`config.mk`:
```
export PLATFORM = sky130hd
export DESIGN_NAME = mcs_top
export DESIGN_NICKNAME = d
export VERILOG_FILES = /design/src/mcs_pkg.sv /design/src/mcs_top.sv /design/src/mcs_edge.sv
export SDC_FILE = /design/constraint.sdc
export NUM_CORES = 1
export LEC_CHECK = 0
export BUFFER_PORTS_ARGS = -buffer_cell sky130_fd_sc_hd__clkbuf_2
export CORE_AREA = 3 3 40 42
export CTS_BUF_LIST = sky130_fd_sc_hd__clkbuf_8
export DETAILED_ROUTE_END_ITERATION = 8
export DIE_AREA = 0 0 43 45
export PLACE_DENSITY = 0.8
export SLEW_MARGIN = 20
export SYNTH_ARGS = -nofsm -noshare
export SYNTH_HDL_FRONTEND = slang
export SYNTH_SLANG_ARGS = --single-unit
```
`constraint.sdc`:
```
create_clock -name i_clk -period 2.3 [get_ports i_clk]
set_clock_uncertainty 0.05 [all_clocks]
set_input_delay 0.115 -clock i_clk [delete_from_list [all_inputs] [get_ports i_clk]]
set_output_delay 0.115 -clock i_clk [all_outputs]
set_load 0.1 [all_outputs]
```
`src/mcs_pkg.sv`:
```
// What this block does
// - Enter power saving once the master clock has not toggled for a time between 2 us and 10 us, a period beyond 1000 ns.
// - While power saving, all converter channels are powered down and the interpolation filters held in reset.
// - Control registers keep their contents and stay readable and writable while power saving. A volume-update write while saving is ignored here.
// - When the master clock restarts, the converters power up on their own within 0.5 to 1 master clock cycle.
// - After power saving, stored volume is not reapplied until the host writes the volume-update bit.
package mcs_pkg;
    // Reference clock rate and supervision times
    localparam int CLK_MHZ = 40;
    localparam int SAVE_ENTRY_NS = 2000;
    localparam int SAVE_ENTRY_CYC = (SAVE_ENTRY_NS * CLK_MHZ + 999) / 1000;
    localparam int CNT_W = 8;
    localparam logic [CNT_W-1:0] CNT_ZERO = 8'h00;
    localparam logic [CNT_W-1:0] CNT_ONE = 8'h01;
    localparam logic [CNT_W-1:0] ENTRY_LIMIT = CNT_W'(SAVE_ENTRY_CYC);
    localparam int NUM_CH = 8;
    localparam logic [NUM_CH-1:0] CH_ALL_ON = 8'hff;
    localparam logic [NUM_CH-1:0] CH_ALL_OFF = 8'h00;

    typedef enum logic [1:0] {
        MCS_RUN = 2'b00,
        MCS_SAVE = 2'b01,
        MCS_HOLDVOL = 2'b10
    } mcs_state_t;

    // Outputs that steer the converter datapath
    typedef struct packed {
        logic [NUM_CH-1:0] ch_power;
        logic filt_rst;
        logic vol_apply;
    } mcs_ctl_t;
endpackage

```
`src/mcs_top.sv`:
```
`timescale 1ns/1ps
`default_nettype none
module mcs_top
    import mcs_pkg::*;
#(
    parameter logic [CNT_W-1:0] ENTRY_CYC = ENTRY_LIMIT
) (
    // Clock and reset
    input wire logic i_clk,
    input wire logic i_srst,
    // Master clock from the host, sampled as a level
    input wire logic i_mclk,
    // Host write of the volume-update bit, one-cycle pulse
    input wire logic i_vol_update,
    // Converter control
    output mcs_ctl_t o_ctl,
    output logic o_saving
);
    logic edge_w;
    mcs_state_t state_r, state_nxt;
    logic [CNT_W-1:0] idle_r, idle_nxt;
    mcs_ctl_t ctl_r, ctl_nxt;
    logic saving_r, saving_nxt;

    mcs_edge u_edge (
        .i_clk(i_clk),
        .i_srst(i_srst),
        .i_lvl(i_mclk),
        .o_edge(edge_w)
    );

    // Idle counter; 2 us at 40 MHz sits at the lower end of the 2-10 us window
    always_comb begin
        idle_nxt = idle_r;
        if (edge_w) begin
            idle_nxt = CNT_ZERO;
        end else if (idle_r != ENTRY_CYC) begin
            idle_nxt = idle_r + CNT_ONE;
        end
    end

    // State and outputs; register file lives elsewhere and is never reset
    // here, so contents survive the stop
    always_comb begin
        state_nxt = state_r;
        case (state_r)
            MCS_RUN: begin
                if (!edge_w && idle_r == ENTRY_CYC - CNT_ONE) begin
                    state_nxt = MCS_SAVE;
                end
            end
            MCS_SAVE: begin
                if (edge_w) begin
                    state_nxt = MCS_HOLDVOL;
                end
            end
            MCS_HOLDVOL: begin
                if (!edge_w && idle_r == ENTRY_CYC - CNT_ONE) begin
                    state_nxt = MCS_SAVE;
                end else if (i_vol_update) begin
                    state_nxt = MCS_RUN;
                end
            end
            default: state_nxt = MCS_RUN;
        endcase
        ctl_nxt.ch_power = (state_nxt == MCS_SAVE) ? CH_ALL_OFF
                                                   : CH_ALL_ON;
        ctl_nxt.filt_rst = (state_nxt == MCS_SAVE);
        ctl_nxt.vol_apply = (state_nxt == MCS_RUN);
        saving_nxt = (state_nxt == MCS_SAVE);
    end

    always_ff @(posedge i_clk) begin
        if (i_srst) begin
            state_r <= MCS_RUN;
            idle_r <= CNT_ZERO;
            ctl_r <= '{ch_power: CH_ALL_ON, filt_rst: 1'b0, vol_apply: 1'b1};
            saving_r <= 1'b0;
        end else begin
            state_r <= state_nxt;
            idle_r <= idle_nxt;
            ctl_r <= ctl_nxt;
            saving_r <= saving_nxt;
        end
    end

    assign o_ctl = ctl_r;
    assign o_saving = saving_r;
endmodule
`default_nettype wire

```
`src/mcs_edge.sv`:
```
`timescale 1ns/1ps
`default_nettype none
// Edge detector on the sampled master clock level
module mcs_edge
    import mcs_pkg::*;
(
    // Clock and reset
    input wire logic i_clk,
    input wire logic i_srst,
    // Sampled level and its edge
    input wire logic i_lvl,
    output logic o_edge
);
    logic lvl_r;
    logic lvl_nxt;

    // Any transition counts as activity
    always_comb begin
        lvl_nxt = i_lvl;
    end

    always_ff @(posedge i_clk) begin
        if (i_srst) begin
            lvl_r <= 1'b0;
        end else begin
            lvl_r <= lvl_nxt;
        end
    end

    assign o_edge = lvl_r ^ i_lvl;
endmodule
`default_nettype wire

```
==> metrics <==
Reg clk slew, reported paths 50 ps; CP required 2360 ps; CP startpoint kind register; setup bufs post-CTS 0; # setup viols final 0; GRT Overall Usage 13.83%; Resize count post-CTS 0; Setup CP Type reg -> reg; pin count of the biggest net entering global routing 9; Via-to-Cell Ratio 5.184; buffers and inverters on the worst path 0; outcome completed; max cap viols 0; syn_nets 81; largest family of logic cells by synthesized area simple AND/OR/NAND/NOR gates; Power Density 608.5 mW/mm²; post-layout total power 459.9 µW; VDD IR max 0.6213 mV; CP max stage cell or3b_1; cells along the critical path or3b_1, nor4_4, o21ai_1; TritonRoute pass-1 iters 4; reg-to-reg endpoint o_ctl[8]$_SDFF_PP1_; Fin Setup TNS 0 ps; Starting Density 53.94%; complex-gate fraction of the synthesized area 12.64%; initial antenna violation count 0; CTS buffer count 3; mux contribution to synthesized area 0%; die area 0.001935 mm²; Placement Rows 13; Root Driver clkbuf_8; Chip Width 43 µm; non-filler cells, final 98; core region area 0.001285 mm²; Crit path max-delay family simple AND/OR/NAND/NOR gates; highest clock rate 0.7009 GHz; Syn Inst Count 75; CP Capture Type register; FF-to-FF path depth 3; WL final 1.135 mm; GRT overflow 0; Max H-tree Level 1; die span in y 45 µm; hold_buf cts 0; Unique masters post-synth 28; CTS Sinks 14; register bit count reported by yosys 14; hold path cells 2; clk_lat worst skew 240 ps; period utilisation layout 62.03%; Crit Path Max Fanout 5; # IOs 15; Hold WC Path Type in -> reg; WP data arrival 1490 ps; Slew HR 64.16%; Post-Syn Area per Cell 9.242 µm²; vias in the first global route 475; Wirelength per Cell 11.58 µm; most frequent cells in the layout dfxtp_1, clkbuf_2, a21oi_1, nor3_1; leakage 0.0002749 µW; min Tclk post-route 1427 ps; Critical path origin idle_r[6]$_SDFFE_PP0P_; Final ANT Viol Nets 0; synthesized area 693.2 µm²; RSZ-0062 raised after global routing false; vias 508; Slew @ Worst Pin 539.9 ps; CTS tree yes; share of layout cells above drive strength 1 22.89%; Adder-Cell Fraction of Synth Area 3.610%; Critical Path Stages 3; # nets final 91; Port Buffers 14; wire length of the first global-routing pass 2.001 mm; flop-to-flop setup slack 870 ps; GPL Wtd Cong 0.7869; Placed Instances 95; sequential area share after synthesis 40.43%; Iteration-0 DRC Markers 2; drt drc 0; crit-path max cell delay 470 ps; Ys Warns 0; synth-to-layout area growth 9.025%; xor and xnor area share after synthesis 5.054%; Critical Path End o_ctl[8]$_SDFF_PP1_; n_diodes 0; final hold violations 0; hpwl dp 859.2 µm; clock buffer depth 2; area share of and/or/nand/nor cells after synthesis 26.90%; final count of pins violating max slew 0; Worst R2R Start idle_r[6]$_SDFFE_PP0P_
metal layers:
metal	global-route usage [%]	vias to the layer above	part of all wire, %
met4	1.807	0	0
li1	-	273	-
met2	21.86	15	43
met5	0	-	0
met3	7.171	0	7.7
met1	17.44	220	49
worst min-delay path by stage:
stage	startpoint	end	slack [ps]
after floorplan	i_srst	u_edge.lvl_r$_SDFF_PP0_	140
after global placement	i_srst	u_edge.lvl_r$_SDFF_PP0_	280
after detailed placement	i_srst	state_r[1]$_SDFF_PP0_	290
after CTS	i_srst	state_r[1]$_SDFF_PP0_	40
after global routing	i_srst	state_r[1]$_SDFF_PP0_	50
final	i_srst	state_r[1]$_SDFF_PP0_	50
flip-flops by register name, summed over array words and instances, names as in the netlist:
name and cells:
o_ctl 2, u_edge.lvl_r 1, o_saving 1, idle_r 8, state_r 2
Yosys cell counts, drive strengths merged:
master   instances  area (µm²)
dfxtp           14       280.3
buf              9       67.56
a21oi            5       25.02
nor3             5       25.02
o21ai            5       25.02
nand3            4       25.02
inv              3       11.26
nand2            3       11.26
nor2             3       11.26
xor2             3       26.28
ha               2       25.02
nor2b            2       12.51
nor3b            2       15.01
nor4             2       27.53
o21a             2       15.01
or3              2       12.51
a211oi           1       7.510
a21boi           1       7.510
and4bb           1       12.51
nand2b           1       6.260
nand4bb          1       11.26
o31ai            1       7.510
or3b             1       8.760
or4              1       7.510
xnor2            1       8.760
power breakdown:
part           switching [µW]  leakage, µW  internal (µW)
logic                    13.1     0.000140           8.56
clock network            72.9    0.0000216            115
registers                3.80     0.000113            246
total                    89.8     0.000275            370
kinds of logic after synthesis:
group / after synthesis
flops: 14
simple gates: 28
compound gates: 15
fa+ha+maj: 2
buf+inv: 12
xor+xnor: 4
final cells by class:
class                      count  area (µm²)
tap                           15       18.77
clock buffer                   3       41.29
timing repair buffer          14       70.07
multi-input combinational     49       334.1
fill                         116       529.3
inverter                       3       11.26
sequential                    14       280.3
stage by stage:
stage | util, % | setup slack (ps) | area [µm²] | hold slack [ps]
after floorplan | - | 671.0 | 693.2 | 136.6
after global placement | 55.60 | 903.5 | 714.4 | 282.1
after detailed placement | 55.60 | 866.3 | 714.4 | 293.2
after CTS | 58.81 | 867.1 | 755.7 | 44.52
after global routing | 58.81 | 777.5 | 755.7 | 51.71
final | 58.81 | 873.2 | 755.7 | 50.55
Note: power is estimated with default switching activity, not from simulation.
